$ cat src/core/spcr_pkg.sv
// constants for the synthesizer configuration register block
package spcr_pkg;
    localparam int ADDR_W = 10;
    localparam int DATA_W = 32;
    // printed offsets are register indices; byte address is four times
    localparam logic [7:0] IDX_OSC_ENABLE_CTRL = 8'h81;
    localparam logic [7:0] IDX_REF_SOURCE_SEL  = 8'h83;
    localparam logic [7:0] IDX_SECOND_INT_CTRL = 8'h88;
    localparam logic [7:0] IDX_SECOND_FRAC_HI  = 8'h89;
    localparam logic [7:0] IDX_SECOND_FRAC_MID = 8'h8a;
    localparam logic [7:0] IDX_SECOND_FRAC_LO  = 8'h8b;
    localparam logic [7:0] IDX_THIRD_INT_CTRL  = 8'h8c;
    localparam logic [7:0] IDX_THIRD_FRAC_HI   = 8'h8d;
    localparam logic [7:0] IDX_THIRD_FRAC_MID  = 8'h8e;
    localparam logic [7:0] IDX_THIRD_FRAC_LO   = 8'h8f;
    localparam logic [7:0] IDX_SEQUENCER_CTRL  = 8'h96;
    localparam logic [7:0] IDX_SOFT_RESET      = 8'h7f;
    // field positions
    localparam int BIT_OSC_ENABLE    = 7;
    localparam int BIT_SECOND_ENABLE = 5;
    localparam int BIT_THIRD_ENABLE  = 4;
    localparam int BIT_RSVD_ZERO     = 0;
    localparam int BIT_RSVD_FOUR     = 4;
    localparam int BIT_REF_SELECT    = 1;
    localparam int BIT_THIRD_FROM_FLL = 0;
    localparam int BIT_FRAC_MODE     = 6;
    localparam int MULT_MSB          = 4;
    localparam int BIT_SEQ_ENABLE    = 1;
    localparam int MULT_W            = 5;
    localparam int FRAC_W            = 24;
    // reset values
    localparam logic       RST_FRAC_MODE   = 1'b1;
    localparam logic [4:0] RST_INT_MULT    = 5'h07;
    localparam logic [7:0] RST_SECOND_HI   = 8'h1c;
    localparam logic [7:0] RST_SECOND_MID  = 8'h71;
    localparam logic [7:0] RST_SECOND_LO   = 8'hc7;
    localparam logic [7:0] RST_THIRD_HI    = 8'h48;
    localparam logic [7:0] RST_THIRD_MID   = 8'h22;
    localparam logic [7:0] RST_THIRD_LO    = 8'h00;
    localparam logic       RST_SEQ_ENABLE  = 1'b1;
    localparam logic       RST_ENABLE_FREE = 1'b1;
    localparam logic       RST_RSVD        = 1'b1;
    localparam logic       RST_REF_SELECT  = 1'b0;
    localparam logic       RST_FROM_FLL    = 1'b0;
    localparam logic [31:0] UNMAPPED_READ  = 32'h0000_0000;
    // bus answer states
    typedef enum logic [1:0] {
        SPCR_IDLE = 2'b00,
        SPCR_ACK  = 2'b01
    } spcr_bus_state_t;
endpackage

$ cat src/core/spcr_regs.sv
// synthesizer and oscillator configuration registers on avalon-mm
//
// Implementation choice: register access over Avalon-MM.
`timescale 1ns/100ps
`default_nettype none
module spcr_regs (
    input  wire logic        clk,
    input  wire logic        rst,
    input  wire logic [9:0]  avs_address,
    input  wire logic        avs_read,
    input  wire logic        avs_write,
    input  wire logic [31:0] avs_writedata,
    input  wire logic [3:0]  avs_byteenable,
    output logic [31:0]      avs_readdata,
    output logic             avs_waitrequest,
    input  wire logic        clock_lockout_override,
    input  wire logic        boot_strap_pin,
    input  wire logic        internal_osc_clk,
    input  wire logic        master_clk_in,
    input  wire logic        freq_locked_loop_clk,
    output logic             internal_osc_enable,
    output logic             second_synth_enable,
    output logic             third_synth_enable,
    output logic             second_synth_ref_clk,
    output logic             third_synth_ref_clk,
    output logic             second_synth_frac_mode,
    output logic [4:0]       second_synth_int_mult,
    output logic [23:0]      second_synth_frac_mult,
    output logic             third_synth_frac_mode,
    output logic [4:0]       third_synth_int_mult,
    output logic [23:0]      third_synth_frac_mult,
    output logic             synth_ref_select,
    output logic             third_synth_from_fll,
    output logic             synth_sequencer_enable
);
    spcr_pkg::spcr_bus_state_t state_reg;
    spcr_pkg::spcr_bus_state_t state_next;
    logic        ovd_sync;
    logic        strap_sync;
    logic        osc_en_reg;
    logic        second_en_reg;
    logic        third_en_reg;
    logic        ref_sel_reg;
    logic        from_fll_reg;
    logic        second_frac_reg;
    logic [4:0]  second_mult_reg;
    logic [7:0]  second_hi_reg;
    logic [7:0]  second_mid_reg;
    logic [7:0]  second_lo_reg;
    logic        third_frac_reg;
    logic [4:0]  third_mult_reg;
    logic [7:0]  third_hi_reg;
    logic [7:0]  third_mid_reg;
    logic [7:0]  third_lo_reg;
    logic        seq_en_reg;
    logic [31:0] rdata_reg;
    logic        prev_locked_osc_reg;
    logic        prev_locked_synth_reg;

    // pins are asynchronous to clk
    spcr_sync #(.RESET_VAL(1'b0)) u_ovd_sync (
        .clk       (clk),
        .rst       (rst),
        .pin_in    (clock_lockout_override),
        .level_out (ovd_sync)
    );
    spcr_sync #(.RESET_VAL(1'b0)) u_strap_sync (
        .clk       (clk),
        .rst       (rst),
        .pin_in    (boot_strap_pin),
        .level_out (strap_sync)
    );

    function automatic logic idx_hit(input logic [9:0] addr,
                                     input logic [7:0] idx);
        idx_hit = (addr[9:2] == idx) && (addr[1:0] == 2'b00);
    endfunction

    wire       access     = avs_read || avs_write;
    wire       take       = access && (state_reg == spcr_pkg::SPCR_IDLE);
    // writes land on the edge that ends the wait, as the master sees it
    wire       commit     = access && (state_reg == spcr_pkg::SPCR_ACK);
    wire       wr         = commit && avs_write && avs_byteenable[0];
    wire       wr_hi      = commit && avs_write && avs_byteenable[1];
    wire [7:0] wd         = avs_writedata[7:0];
    wire       locked_osc = !ovd_sync && !strap_sync;
    wire       locked_syn = !ovd_sync;
    wire       hit_osc    = idx_hit(avs_address, spcr_pkg::IDX_OSC_ENABLE_CTRL);
    wire       hit_ref    = idx_hit(avs_address, spcr_pkg::IDX_REF_SOURCE_SEL);
    wire       hit_s2i    = idx_hit(avs_address, spcr_pkg::IDX_SECOND_INT_CTRL);
    wire       hit_s2h    = idx_hit(avs_address, spcr_pkg::IDX_SECOND_FRAC_HI);
    wire       hit_s2m    = idx_hit(avs_address, spcr_pkg::IDX_SECOND_FRAC_MID);
    wire       hit_s2l    = idx_hit(avs_address, spcr_pkg::IDX_SECOND_FRAC_LO);
    wire       hit_s3i    = idx_hit(avs_address, spcr_pkg::IDX_THIRD_INT_CTRL);
    wire       hit_s3h    = idx_hit(avs_address, spcr_pkg::IDX_THIRD_FRAC_HI);
    wire       hit_s3m    = idx_hit(avs_address, spcr_pkg::IDX_THIRD_FRAC_MID);
    wire       hit_s3l    = idx_hit(avs_address, spcr_pkg::IDX_THIRD_FRAC_LO);
    wire       hit_seq    = idx_hit(avs_address, spcr_pkg::IDX_SEQUENCER_CTRL);
    wire       hit_srst   = idx_hit(avs_address, spcr_pkg::IDX_SOFT_RESET);
    // byte lane 0 or 1 written counts as a write to the soft reset
    wire       soft_rst   = hit_srst && (wr || wr_hi);
    wire       defaults   = rst || soft_rst;
    // lock released: fall back to the unlocked default of one
    wire       osc_unlock = prev_locked_osc_reg && !locked_osc;
    wire       syn_unlock = prev_locked_synth_reg && !locked_syn;

    // effective enables, forced while locked
    wire osc_eff    = locked_osc ? 1'b0 : osc_en_reg;
    wire second_eff = locked_syn ? 1'b0 : second_en_reg;
    wire third_eff  = locked_syn ? 1'b0 : third_en_reg;

    // read data view; unused bits read zero, reserved bits read one
    wire [15:0] rd_osc = {8'h00, osc_eff, 1'b0, second_eff, third_eff,
                          3'b000, spcr_pkg::RST_RSVD};
    wire [15:0] rd_ref = {11'h000, spcr_pkg::RST_RSVD, 2'b00,
                          ref_sel_reg, from_fll_reg};
    wire [15:0] rd_s2i = {9'h000, second_frac_reg, 1'b0, second_mult_reg};
    wire [15:0] rd_s3i = {9'h000, third_frac_reg, 1'b0, third_mult_reg};
    wire [15:0] rd_seq = {14'h0000, seq_en_reg, spcr_pkg::RST_RSVD};
    wire [15:0] rd_mux =
        hit_osc ? rd_osc :
        hit_ref ? rd_ref :
        hit_s2i ? rd_s2i :
        hit_s2h ? {8'h00, second_hi_reg} :
        hit_s2m ? {8'h00, second_mid_reg} :
        hit_s2l ? {8'h00, second_lo_reg} :
        hit_s3i ? rd_s3i :
        hit_s3h ? {8'h00, third_hi_reg} :
        hit_s3m ? {8'h00, third_mid_reg} :
        hit_s3l ? {8'h00, third_lo_reg} :
        hit_seq ? rd_seq : 16'h0000;

    // one wait cycle, answer on the second cycle of the request
    always_comb begin
        state_next = state_reg;
        case (state_reg)
            spcr_pkg::SPCR_IDLE: begin
                if (access) begin
                    state_next = spcr_pkg::SPCR_ACK;
                end
            end
            spcr_pkg::SPCR_ACK: begin
                state_next = spcr_pkg::SPCR_IDLE;
            end
            default: begin
                state_next = spcr_pkg::SPCR_IDLE;
            end
        endcase
    end

    always_ff @(posedge clk) begin
        if (rst) begin
            state_reg <= spcr_pkg::SPCR_IDLE;
            rdata_reg <= spcr_pkg::UNMAPPED_READ;
        end else begin
            state_reg <= state_next;
            if (take) begin
                rdata_reg <= {16'h0000, rd_mux};
            end
        end
    end

    always_ff @(posedge clk) begin
        if (rst) begin
            prev_locked_osc_reg   <= 1'b0;
            prev_locked_synth_reg <= 1'b0;
        end else begin
            prev_locked_osc_reg   <= locked_osc;
            prev_locked_synth_reg <= locked_syn;
        end
    end

    // enables: writes masked while locked
    always_ff @(posedge clk) begin
        if (defaults || osc_unlock) begin
            osc_en_reg <= spcr_pkg::RST_ENABLE_FREE;
        end else if (wr && hit_osc && !locked_osc) begin
            osc_en_reg <= wd[spcr_pkg::BIT_OSC_ENABLE];
        end
    end

    always_ff @(posedge clk) begin
        if (defaults || syn_unlock) begin
            second_en_reg <= spcr_pkg::RST_ENABLE_FREE;
            third_en_reg  <= spcr_pkg::RST_ENABLE_FREE;
        end else if (wr && hit_osc && !locked_syn) begin
            second_en_reg <= wd[spcr_pkg::BIT_SECOND_ENABLE];
            third_en_reg  <= wd[spcr_pkg::BIT_THIRD_ENABLE];
        end
    end

    always_ff @(posedge clk) begin
        if (defaults) begin
            ref_sel_reg  <= spcr_pkg::RST_REF_SELECT;
            from_fll_reg <= spcr_pkg::RST_FROM_FLL;
            seq_en_reg   <= spcr_pkg::RST_SEQ_ENABLE;
        end else begin
            if (wr && hit_ref) begin
                ref_sel_reg  <= wd[spcr_pkg::BIT_REF_SELECT];
                from_fll_reg <= wd[spcr_pkg::BIT_THIRD_FROM_FLL];
            end
            // not forced low by mclk select; software owns that
            if (wr && hit_seq) begin
                seq_en_reg <= wd[spcr_pkg::BIT_SEQ_ENABLE];
            end
        end
    end

    always_ff @(posedge clk) begin
        if (defaults) begin
            second_frac_reg <= spcr_pkg::RST_FRAC_MODE;
            second_mult_reg <= spcr_pkg::RST_INT_MULT;
            second_hi_reg   <= spcr_pkg::RST_SECOND_HI;
            second_mid_reg  <= spcr_pkg::RST_SECOND_MID;
            second_lo_reg   <= spcr_pkg::RST_SECOND_LO;
        end else begin
            if (wr && hit_s2i) begin
                second_frac_reg <= wd[spcr_pkg::BIT_FRAC_MODE];
                second_mult_reg <= wd[spcr_pkg::MULT_MSB:0];
            end
            if (wr && hit_s2h) begin
                second_hi_reg <= wd;
            end
            if (wr && hit_s2m) begin
                second_mid_reg <= wd;
            end
            if (wr && hit_s2l) begin
                second_lo_reg <= wd;
            end
        end
    end

    always_ff @(posedge clk) begin
        if (defaults) begin
            third_frac_reg <= spcr_pkg::RST_FRAC_MODE;
            third_mult_reg <= spcr_pkg::RST_INT_MULT;
            third_hi_reg   <= spcr_pkg::RST_THIRD_HI;
            third_mid_reg  <= spcr_pkg::RST_THIRD_MID;
            third_lo_reg   <= spcr_pkg::RST_THIRD_LO;
        end else begin
            if (wr && hit_s3i) begin
                third_frac_reg <= wd[spcr_pkg::BIT_FRAC_MODE];
                third_mult_reg <= wd[spcr_pkg::MULT_MSB:0];
            end
            if (wr && hit_s3h) begin
                third_hi_reg <= wd;
            end
            if (wr && hit_s3m) begin
                third_mid_reg <= wd;
            end
            if (wr && hit_s3l) begin
                third_lo_reg <= wd;
            end
        end
    end

    // reserved bits are not stored; they always read one

    // reference clock routing; a plain mux, glitches on switch
    wire ref_clk = ref_sel_reg ? master_clk_in : internal_osc_clk;
    assign second_synth_ref_clk = second_eff ? ref_clk : 1'b0;
    assign third_synth_ref_clk  = !third_eff ? 1'b0 :
        (from_fll_reg ? freq_locked_loop_clk : ref_clk);

    assign avs_waitrequest        = access && (state_reg == spcr_pkg::SPCR_IDLE);
    assign avs_readdata           = rdata_reg;
    assign internal_osc_enable    = osc_eff;
    assign second_synth_enable    = second_eff;
    assign third_synth_enable     = third_eff;
    assign second_synth_frac_mode = second_frac_reg;
    assign second_synth_int_mult  = second_mult_reg;
    assign second_synth_frac_mult = {second_hi_reg, second_mid_reg,
                                     second_lo_reg};
    assign third_synth_frac_mode  = third_frac_reg;
    assign third_synth_int_mult   = third_mult_reg;
    assign third_synth_frac_mult  = {third_hi_reg, third_mid_reg,
                                     third_lo_reg};
    assign synth_ref_select       = ref_sel_reg;
    assign third_synth_from_fll   = from_fll_reg;
    assign synth_sequencer_enable = seq_en_reg;
endmodule
`default_nettype wire

$ cat src/core/spcr_sync.sv
// three-stage synchroniser with agreement filter for a pin input
`timescale 1ns/100ps
`default_nettype none
module spcr_sync #(
    parameter logic RESET_VAL = 1'b0
) (
    input  wire logic clk,
    input  wire logic rst,
    input  wire logic pin_in,
    output logic      level_out
);
    logic meta_reg;
    logic mid_reg;
    logic last_reg;
    logic level_reg;
    wire  agree = (mid_reg == last_reg);

    always_ff @(posedge clk) begin
        if (rst) begin
            meta_reg  <= RESET_VAL;
            mid_reg   <= RESET_VAL;
            last_reg  <= RESET_VAL;
            level_reg <= RESET_VAL;
        end else begin
            meta_reg <= pin_in;
            mid_reg  <= meta_reg;
            last_reg <= mid_reg;
            if (agree) begin
                level_reg <= last_reg;
            end
        end
    end

    assign level_out = level_reg;
endmodule
`default_nettype wire

$ cat config.mk
export PLATFORM = sky130hd
export DESIGN_NAME = spcr_regs
export DESIGN_NICKNAME = d
export VERILOG_FILES = /design/src/core/spcr_pkg.sv /design/src/core/spcr_regs.sv /design/src/core/spcr_sync.sv
export SDC_FILE = /design/constraint.sdc
export NUM_CORES = 1
export LEC_CHECK = 0
export BUFFER_PORTS_ARGS = -buffer_cell sky130_fd_sc_hd__buf_2
export CELL_PAD_IN_SITES_DETAIL_PLACEMENT = 1
export CELL_PAD_IN_SITES_GLOBAL_PLACEMENT = 1
export CORE_MARGIN = 1
export CORE_UTILIZATION = 30
export CTS_CLUSTER_DIAMETER = 150
export DETAILED_ROUTE_END_ITERATION = 12
export PLACE_DENSITY_LB_ADDON = 0.1
export SKIP_CTS_REPAIR_TIMING = 1
export SLEW_MARGIN = 20
export SYNTH_ARGS = -nofsm -noshare
export SYNTH_HDL_FRONTEND = slang
export SYNTH_HIERARCHICAL = 1
export SYNTH_SLANG_ARGS = --single-unit
$ cat constraint.sdc
create_clock -name clk -period 2.5 [get_ports clk]
set_clock_uncertainty 0.05 [all_clocks]
set_input_delay 0.5 -clock clk [delete_from_list [all_inputs] [get_ports clk]]
set_output_delay 0.5 -clock clk [all_outputs]
set_load 0.1 [all_outputs]
**After elaboration in Yosys (flattened, before gate mapping)**

Index checks and enable logic that the tools add are counted.

- Bits in registers: 93
- Latch bits: 0
- Word-level logic and storage cells: 106
- ROM bits: 0
- Memories: 0
- Bits in writable memories: 0

- Divide/modulo/power cells: 0
- Mux-type cells: 18
- Multipliers: 0
- $lt $le $gt $ge: 0
- Add/sub/neg operators: 0
- Shifts and indexed selects: 0
- Bitwise gates (word level): 1
- Reduce and logical (&&, ||, !) cells: 45
- Equal/unequal tests: 14

Operators by type and width:

| cell | number |
|---|---|
| equality test 8 bit, second input constant | 11 |
| two-way mux 8 bit | 10 |
| logical AND 1 bit | 34 |
| equality test 8 x 7 -> 1 bit, second input constant | 1 |
| two-way mux 1 bit | 7 |
| logical OR 1 bit | 5 |
| zero test 2 bit | 2 |
| zero test 1 bit | 3 |
| equality test 1 bit | 2 |
| two-way mux 2 bit | 1 |
| OR reduction 2 bit | 1 |
| NOT 1 bit | 1 |

**Logic depth before layout (Yosys ltp)**

Gate-level depths: netlist (run 1).

- Depth in word-level cells: 13
- Depth in mapped cells: 8

**By module**

The synthesis (run 1) kept the hierarchy.

By module, submodules not included:

| module | cells each | times used | area an instance (sq um) | seq. area each (sq um) |
|---|---|---|---|---|
| spcr_regs | 464 | 1 | 3941.3 | 1541.5 |
| spcr_sync | 10 | 2 | 112.6 | 80.1 |

**Worst setup path before layout (run 1)**

Ideal clock, no wire load.

- Path kind: reg-to-output
- Start point: register u_ovd_sync.level_reg (netlist: u_ovd_sync/level_out)
- End point: output second_synth_ref_clk
- Data required time: 1.950 ns
- Path slack: -0.865 ns
- Arrival: 2.815 ns
- Stages on the path, launching flop included: 4
- Buffers on the path: 1
- Cells stage by stage: dfxtp_1 clkbuf_1 and2_1 nor2b_1

- Word-level cells in the longest chain between the ends: 2

RTL lines:

| element | RTL line | RTL |
|---|---|---|
| start: declaration | spcr_sync.sv:15 | `logic level_reg;` |
| start signal: assignment | spcr_sync.sv:29 | `level_reg <= last_reg;` |
| two-way mux 1 bit | spcr_regs.sv:109 | `wire second_eff = locked_syn ? 1'b0 : second_en_reg;` |
| net second_synth_enable | spcr_regs.sv:22 | `output logic second_synth_enable,` |
| two-way mux 1 bit | spcr_regs.sv:261 | `assign second_synth_ref_clk = second_eff ? ref_clk : 1'b0;` |
| end: declaration | spcr_regs.sv:24 | `output logic second_synth_ref_clk,` |

The timed path passes the listed nets, and every way through them passes these cells.

**Final worst setup path (run 1)**

- Start point: register u_ovd_sync.level_reg (netlist: u_ovd_sync/level_out)
- End point: output second_synth_ref_clk

- Word-level cells in the longest chain between the ends: 2

RTL lines:

| element | RTL line |
|---|---|
| two-way mux 1 bit | spcr_regs.sv:109 |
| two-way mux 1 bit | spcr_regs.sv:261 |

Every way passes these cells.

==> results of run 1 <==
==> per-layer routing <==
layer / part of all wire [%] / wire length (um) / vias to the layer above
li1: - / - / 1898
met1: 48 / 7313 / 1949
met2: 45 / 6834 / 107
met3: 4.6 / 689 / 14
met4: 1.6 / 246 / 0
met5: 0 / 0 / -
==> worst max path at each step <==
stage,start,endpoint,slack (ps)
after detailed placement,avs_address[7],second_mid_reg[6]$_SDFFE_PP1P_,60
after floorplan,u_ovd_sync/level_out$_SDFFE_PP0N_,second_synth_ref_clk,-110
after global placement,avs_address[7],second_mid_reg[5]$_SDFFE_PP1P_,80
after global routing,u_ovd_sync/level_out$_SDFFE_PP0N_,second_synth_ref_clk,170
final,u_ovd_sync/level_out$_SDFFE_PP0N_,second_synth_ref_clk,270
after CTS,synth_ref_select$_SDFFE_PP0P_,third_synth_ref_clk,240
==> cells in the mapped netlist, types with 3 or more instances <==
master	n
mux2i_1	29
o21ai_0	10
nand3_1	43
a31oi_1	3
a22oi_1	4
and3_1	5
nand2b_1	3
mux2_2	4
mux4_2	5
inv_1	4
clkbuf_1	16
o22ai_1	7
a211oi_1	4
nand2_1	85
buf_4	25
nor2b_1	13
buf_2	8
a21oi_1	33
o31ai_1	3
nor3_1	5
nor2_1	33
dfxtp_1	85
==> critical path: cells and delay by family, from the launching register on <==
kind	cells	cell delay, ps
DFF	1	500
and+or+nand+nor	2	410
buffers and inverters	1	420
==> cell type report <==
cell class | instances | area (um2)
fill | 1659 | 8103
multi-input combinational | 364 | 2237
tap | 176 | 220.2
sequential | 85 | 1703
clock inverter | 4 | 70.07
clock buffer | 12 | 256.5
timing repair buffer | 137 | 790.8
inverter | 5 | 20.02
==> logic make-up after synthesis <==
group                  after synthesis  share of synthesized area (%)
DFF                                 85                          40.84
other                                1                        0.09000
and+or+nand+nor                    217                          27.12
buffers and inverters               58                          8.108
muxes                               38                          10.75
AOI/OAI and AO/OA                   85                          13.09
==> through the flow <==
| step | power (mW) | worst slack (ps) | std cells | area (um2) | utilization, % |
|---|---|---|---|---|---|
| floorplan | 1.745 | -105.1 | 507 | 4273 | - |
| global placement | 1.832 | 77.41 | 767 | 4971 | 37.10 |
| detailed placement | 1.836 | 55.60 | 767 | 4971 | 37.10 |
| CTS | 3.340 | 237.7 | 783 | 5298 | 39.53 |
| global route | 3.412 | 174.5 | 783 | 5298 | 39.53 |
| finish | 3.301 | 268.7 | 783 | 5298 | 39.53 |
==> where the power goes <==
group / internal (mW) / switching (mW) / total [mW]
combinational: 0.0852 / 0.350 / 0.435
sequential: 1.36 / 0.00577 / 1.37
clock: 0.927 / 0.568 / 1.50
==> out/results.ini, run 1 <==
[timing]
relSlewSlack_pct = 63.10
max_freq_mhz = 448.2
timing.final.crit_share_pct = 89.25
fin_setup_tns_ps = 0
hold_ws_ps = 315.7
hold_viol = 0
rsz0062_at_grt = false
drv_slew = 0
period_needed_ps = 2231
setup_viol = 0
worstMarginPinSlew_ps = 553.5

[synth]
yosys_warnings = 6
post-synth-top-area-cell = dfxtp_1
synth-edff-count = 0
ys_seq_elements = 85
ys.flop_type = dfxtp_1
netlist.area_leader.share_pct = 40.84
ys_types = 65
syn_avg_cell_area_um2 = 8.608
seq_area_frac_synth_pct = 40.84
syn_area_um2 = 4166
synth_area_leaders = dfxtp_1 41%, nand2_1 7.7%, mux2i_1 7.0%
syn_inst = 484
synth-async-reset-ratio_pct = 0

[final_layout]
final_cell_mix = 105 x buf_2, 85 x nand2_1, 84 x dfxtp_1, 43 x nand3_1, 33 x a21oi_1
drive_gt1_share_pct = 30.48
nets = 657
mostFrequentLayoutCell = buf_2
areaGrowthSynthToFinish_pct = 27.15
antenna_cells = 0

[global_routing]
grt_use_total_pct = 21.86
busiest_layer = met2
grt_pass1_vias = 3964
antenna_found_initial = 0
grt_util_met2_pct = 34.36
met3_usage_pct = 3.137
grt_use_met1_pct = 30.22
grt_pass1_wl_um = 23330
grt-ovfl-total = 0
grt_max_degree = 39

[power]
cellLeakagePower_nw = 2.331
power_density_nw_per_um2 = 623.2
peakVddDrop_mv = 0.2296

[floorplan]
die_h_um = 119.9
die-area_um2 = 14360
fp.dieW_um = 119.9
num_rows = 42
core_um2 = 13400
start_util_pct = 31.09
pin_count = 156

[critical_path]
cp-start-kind = register
r2r_cells = 6
arrival_ps = 1680
crit-reg2reg-launch = state_reg[0]$_SDFFE_PP0N_
reg2reg_slack_ps = 710
critical_path.cell_chain = and2_1, nor2b_4, buf_2
r2r-end = third_hi_reg[3]$_SDFFE_PP1P_
crit_type = register to primary output
slowest_stage = dfxtp_1
crit_required_ps = 1950
endpoint_kind = primary output
max_stage_delay_ps = 500
crit_fanout = 10

[routing]
firstDrtPassIters = 4
routedWlPerCell_um = 19.26
vias_per_cell = 5.068
drt_iter0_markers = 168
routed_wl_um = 15080
vias = 3968
drc = 0
ant_nets = 0

[clock_network]
insertion_delay_ps = 350
clock_sinks = 85
cts_tree = yes
ctsLongestPathBuffers = 2
cts_root_buf = clkbuf_16
clk_pin_slew_ps = 60
cts_inserted_buffers = 9
htree_num_levels = 3

[worst_hold_path]
worstHoldEndpoint = u_ovd_sync/meta_reg$_SDFF_PP0_
min-delay-start = clock_lockout_override
hold-path-cell-count = 2
min_path_type = input port to register

[status]
outcome = complete, no violations

[placement]
port_buffers = 105
dpl.hpwl_um = 11140
place_congestion = 0.8051

[flow_run]
cap_violations = 0

No activity file was read; power rests on OpenSTA's default activity.
==> run 2: changes to the inputs <==
Settings changed: CORE_MARGIN 1 to not set, REMOVE_ABC_BUFFERS set to 1.
==> run 2 against run 1 <==
Compared with the run above:
- critical path depth unchanged
- flip-flop and latch count stayed put
- setup slack lost 3.2 ps
- count of clock-buffer cells in the layout fell by 3
- clock power is 13% lower
- non-clock buffer count rose by 12
- critical path type unchanged
- critical endpoint unchanged
- largest power group is now registers
==> out/results.ini, run 2 (synthesized netlist as in run 1, its figures left out) <==
[timing]
worstMarginPinSlew_ps = 539.0  ; -14.44 ps
period_needed_ps = 2235  ; +3.250 ps
hold_viol = 0  ; unchanged
timing.final.crit_share_pct = 89.38  ; +0.13 points
drv_slew = 0  ; unchanged
relSlewSlack_pct = 63.82  ; +0.72 points
setup_viol = 0  ; unchanged
rsz0062_at_grt = false
fin_setup_tns_ps = 0  ; unchanged
setup_slack_ps = 265.4  ; -3.250 ps
max_freq_mhz = 447.5  ; -0.15%

[worst_hold_path]
min_path_type = input port to register
hold-path-cell-count = 2  ; unchanged
min-delay-start = clock_lockout_override
worstHoldEndpoint = u_ovd_sync/meta_reg$_SDFF_PP0_

[clock_network]
htree_num_levels = 3  ; unchanged
insertion_delay_ps = 350  ; about the same
clock_sinks = 85  ; unchanged
cts_root_buf = clkbuf_16
cts_inserted_buffers = 9  ; unchanged
ctsLongestPathBuffers = 2  ; unchanged
clk_pin_slew_ps = 70  ; about the same
cts_tree = yes

[critical_path]
endpoint_kind = primary output
crit_type = register to primary output
r2r-end = second_hi_reg[6]$_SDFFE_PP0P_
arrival_ps = 1680  ; about the same
critical_path.cell_chain = and2_1, nor2b_1, buf_2
reg2reg_slack_ps = 690  ; -20 ps
crit-reg2reg-launch = state_reg[0]$_SDFFE_PP0N_
slowest_stage = dfxtp_1
setup.worst_path.start = u_ovd_sync/level_out$_SDFFE_PP0N_
crit_required_ps = 1950  ; about the same
max_stage_delay_ps = 520  ; +20 ps
crit_fanout = 10  ; unchanged
r2r_cells = 6  ; unchanged
cp-start-kind = register

[floorplan]
die-area_um2 = 14360  ; unchanged
start_util_pct = 31.09  ; unchanged
pin_count = 156  ; unchanged
die_h_um = 119.9  ; unchanged
fp.dieW_um = 119.9  ; unchanged
core_um2 = 13400  ; unchanged
num_rows = 42  ; unchanged

[global_routing]
grt_use_total_pct = 22.52  ; +0.65 points
grt_pass1_vias = 4123  ; +4.0%
grt-ovfl-total = 0  ; unchanged
antenna_found_initial = 0  ; unchanged
grt_max_degree = 29  ; -26%
grt_pass1_wl_um = 23940  ; +2.6%

[final_layout]
areaGrowthSynthToFinish_pct = 28.08
antenna_cells = 0  ; unchanged
mostFrequentLayoutCell = buf_2
multi_input_area_um2 = 2220  ; -0.78%
n_fill_cell = 1653  ; -0.36%
drive_gt1_share_pct = 31.18  ; +0.70 points
regArea_um2 = 1702  ; about the same
nets = 669  ; +1.8%
final_cell_mix = 105 x buf_2, 85 x nand2_1, 85 x dfxtp_1, 43 x nand3_1, 41 x buf_4

[placement]
place_congestion = 0.8097  ; +0.57%
place_ws_ps = 114.0  ; +58.42 ps
dpl.hpwl_um = 11770  ; +5.7%
port_buffers = 105  ; unchanged

[power]
power_density_nw_per_um2 = 582.0  ; -6.6%
cellLeakagePower_nw = 2.362  ; +1.3%
peakVddDrop_mv = 0.3376  ; +47%

[routing]
drt_iter0_markers = 176  ; +4.8%
drc = 0  ; unchanged
routedWlPerCell_um = 19.63  ; +1.9%
routed_wl_um = 15600  ; +3.4%
ant_nets = 0  ; unchanged
vias = 4070  ; +2.6%
firstDrtPassIters = 4  ; unchanged
vias_per_cell = 5.119  ; +1.0%

[status]
outcome = complete, no violations

[flow_run]
cap_violations = 0  ; unchanged

run 2: changes by cell type in the layout (fill, tap and decap cells not counted), moves of 2 or more:
cell / before / now
clkinvlp_4: 0 / 2
nor2b_1: 11 / 13
clkbuf_8: 2 / 0
clkinv_2: 3 / 1
buf_4: 30 / 41
inv_6: 0 / 2
bufinv_16: 2 / 0
run 2: through the flow:
step / std cells / util, % / hold slack (ps) / area, um2 / total power, mW
CTS: 795 / 39.82 / 298.4 / 5336 / 3.135
detailed placement: 779 / 37.71 / 381.6 / 5054 / 1.836
global route: 795 / 39.82 / 313.9 / 5336 / 3.215
global placement: 779 / 37.71 / 366.5 / 5054 / 1.835
floorplan: 454 / - / 363.8 / 3934 / 1.682
finish: 795 / 39.82 / 307.8 / 5336 / 3.106
run 2: metal layers:
| layer | part of all wire, % | global-route usage, % | vias to the layer above |
|---|---|---|---|
| met5 | 0 | 0 | - |
| met4 | 2.4 | 9.375 | 0 |
| met3 | 4.9 | 3.470 | 21 |
| met2 | 46 | 35.66 | 137 |
| met1 | 47 | 30.40 | 1985 |
| li1 | - | - | 1927 |
run 2: cell type report:
type / instances / area share (%)
Sequential cell: 85 / 31.89
Clock inverter: 7 / 1.079
Timing Repair Buffer: 149 / 16.74
Clock buffer: 9 / 4.220
Tap cell: 176 / 4.127
Inverter: 5 / 0.3517
Multi-Input combinational cell: 364 / 41.59
run 2: how the worst max path moves through the flow:
stage | slack, ps | endpoint
final | 270 | second_synth_ref_clk
after CTS | 240 | second_synth_ref_clk
after detailed placement | 110 | third_synth_int_mult[0]$_SDFFE_PP1P_
after floorplan | -750 | second_synth_ref_clk
after global routing | 160 | second_synth_ref_clk
after global placement | 150 | second_hi_reg[6]$_SDFFE_PP0P_
run 2: power by group:
group | switching [mW] | total [mW] | internal, mW
logic | 0.346 | 0.434 | 0.0888
clock network | 0.614 | 1.30 | 0.688
registers | 0.00625 | 1.37 | 1.36
total | 0.966 | 3.11 | 2.14
run 2: critical path, delay by kind of cell (launching register included):
family | cells | cell delay [ps]
DFF | 1 | 520
buffers and inverters | 1 | 430
and+or+nand+nor | 2 | 390
==> run 3: changes to the inputs <==
Settings changed: CORE_UTILIZATION 30 to 36, RECOVER_POWER set to 25.
==> run 3 against run 2 <==
Compared with the run above:
- worst hold slack improved by 19 ps
- first-iteration DRC count increased by 5.7%
- largest cell class unchanged
- sequential share of layout area increased by 0.63 points
- critical path depth unchanged
- critical endpoint unchanged
- largest power group is now the clock network
==> out/results.ini, run 3 (synthesized netlist as in run 1, its figures left out) <==
[global_routing]
antenna_found_initial = 0  ; unchanged
grt_pass1_vias = 4027  ; -2.3%
grt_pass1_wl_um = 22960  ; -4.1%
grt_use_total_pct = 25.82  ; +3.3 points
grt_max_degree = 29  ; unchanged
grt-ovfl-total = 0  ; unchanged

[clock_network]
htree_num_levels = 3  ; unchanged
insertion_delay_ps = 340  ; about the same
cts_tree = yes
ctsLongestPathBuffers = 2  ; unchanged
clock_sinks = 85  ; unchanged
clk_pin_slew_ps = 60  ; about the same
cts_root_buf = clkbuf_16
cts_inserted_buffers = 9  ; unchanged

[floorplan]
pin_count = 156  ; unchanged
fp.dieW_um = 109.6  ; -8.6%
core_um2 = 11080  ; -17%
start_util_pct = 37.61  ; +6.5 points
die_h_um = 109.6  ; -8.6%
num_rows = 38  ; -9.5%
die-area_um2 = 12010  ; -16%

[timing]
period_needed_ps = 2264  ; +29.49 ps
setup_viol = 0  ; unchanged
timing.final.crit_share_pct = 90.56  ; +1.2 points
drv_slew = 0  ; unchanged
hold_ws_ps = 326.6  ; +18.89 ps
rsz0062_at_grt = false
hold_viol = 0  ; unchanged
setup_slack_ps = 236.0  ; -29.49 ps
max_freq_mhz = 441.7  ; -1.3%
worstMarginPinSlew_ps = 1184  ; +644.9 ps
relSlewSlack_pct = 21.41  ; -42 points

[critical_path]
cp-start-kind = register
r2r-end = avs_readdata[6]$_SDFFE_PP0P_
reg2reg_slack_ps = 500  ; -190 ps
endpoint_kind = primary output
crit_type = register to primary output
r2r_cells = 6  ; unchanged
crit_required_ps = 1950  ; about the same
crit_fanout = 10  ; unchanged
crit-reg2reg-launch = state_reg[0]$_SDFFE_PP0N_
arrival_ps = 1710  ; +30 ps

[final_layout]
areaGrowthSynthToFinish_pct = 25.62
post-route-util_pct = 47.24  ; +7.4 points
final_cell_mix = 85 x nand2_1, 85 x dfxtp_1, 75 x buf_2, 43 x nand3_1, 35 x buf_4
antenna_cells = 0  ; unchanged
instances_no_fill = 754  ; -5.2%
nets = 665  ; -0.60%
drive_gt1_share_pct = 25.24  ; -5.9 points

[routing]
drt_iter0_markers = 186  ; +5.7%
drc = 0  ; unchanged
firstDrtPassIters = 4  ; unchanged
routedWlPerCell_um = 19.56  ; -0.33%
vias_per_cell = 5.466  ; +6.8%
vias = 4121  ; +1.3%
ant_nets = 0  ; unchanged
routed_wl_um = 14750  ; -5.5%

[flow_run]
cap_violations = 0  ; unchanged

[worst_hold_path]
min_path_type = input port to register
worstHoldEndpoint = u_ovd_sync/meta_reg$_SDFF_PP0_
min-delay-start = clock_lockout_override
hold-path-cell-count = 2  ; unchanged

[power]
power_density_nw_per_um2 = 611.1  ; +5.0%
cellLeakagePower_nw = 2.235  ; -5.4%
peakVddDrop_mv = 0.2763  ; -18%

[placement]
place_ws_ps = 85.39  ; -28.64 ps
place_congestion = 0.8397  ; +3.7%
port_buffers = 105  ; unchanged
dpl.hpwl_um = 10910  ; -7.3%
dp.cells = 739  ; -5.1%

[status]
outcome = complete, no violations

-- run 3: cell count changes in the layout (fill, tap and decap cells not counted) --
cell	before	now
clkinvlp_4	2	0
inv_6	2	1
clkbuf_8	0	2
bufinv_16	0	1
clkinv_4	1	0
buf_2	105	75
inv_8	1	0
buf_4	41	35
clkbuf_1	0	33
-- run 3: how the worst max path moves through the flow --
stage | from | end | slack [ps] | depth (start not counted)
6_report | u_ovd_sync/level_out$_SDFFE_PP0N_ | second_synth_ref_clk | 240 | 3
5_1_grt | u_ovd_sync/level_out$_SDFFE_PP0N_ | second_synth_ref_clk | 140 | 3
4_1_cts | u_ovd_sync/level_out$_SDFFE_PP0N_ | second_synth_ref_clk | 230 | 3
3_5_place_dp | avs_address[7] | third_synth_frac_mode$_SDFFE_PP1P_ | 90 | 7
3_3_place_gp | avs_address[7] | third_synth_int_mult[0]$_SDFFE_PP1P_ | 160 | 7
2_1_floorplan | u_ovd_sync/level_out$_SDFFE_PP0N_ | second_synth_ref_clk | -750 | 2
-- run 3: final cells by class --
| type | instances | area (um2) |
|---|---|---|
| clock buffer | 12 | 256.5 |
| timing repair buffer | 145 | 818.3 |
| sequential | 85 | 1702 |
| clock inverter | 3 | 43.79 |
| fill | 1382 | 5844 |
| multi-input combinational | 364 | 2220 |
| inverter | 5 | 18.77 |
| tap | 140 | 175.2 |
-- run 3: where the power goes --
part / total, mW / internal (mW) / switching (mW)
logic: 0.433 / 0.0852 / 0.348
clock network: 1.39 / 0.827 / 0.568
registers: 1.37 / 1.36 / 0.00633
total: 3.20 / 2.28 / 0.922
-- run 3: critical path, stage by stage, from the launching register on --
cell and delay (ps):
dfxtp_1 530, and2_1 270, nor2b_1 140, buf_2 430
-- run 3: through the flow --
stage / total power [mW] / setup TNS, ps / cell area [um2]
after global placement: 1.828 / 0 / 4979
after detailed placement: 1.834 / 0 / 4979
after global routing: 3.298 / 0 / 5234
after CTS: 3.213 / 0 / 5279
after floorplan: 1.682 / -1668 / 3934
final: 3.198 / 0 / 5234
-- run 3: routing by layer --
layer | track usage [%] | vias to the layer above | share of wire (%)
li1 | - | 1915 | -
met1 | 35.16 | 2052 | 46
met2 | 42.18 | 139 | 47
met3 | 4.624 | 15 | 6.2
met4 | 6.476 | 0 | 1.4
met5 | 0 | - | 0
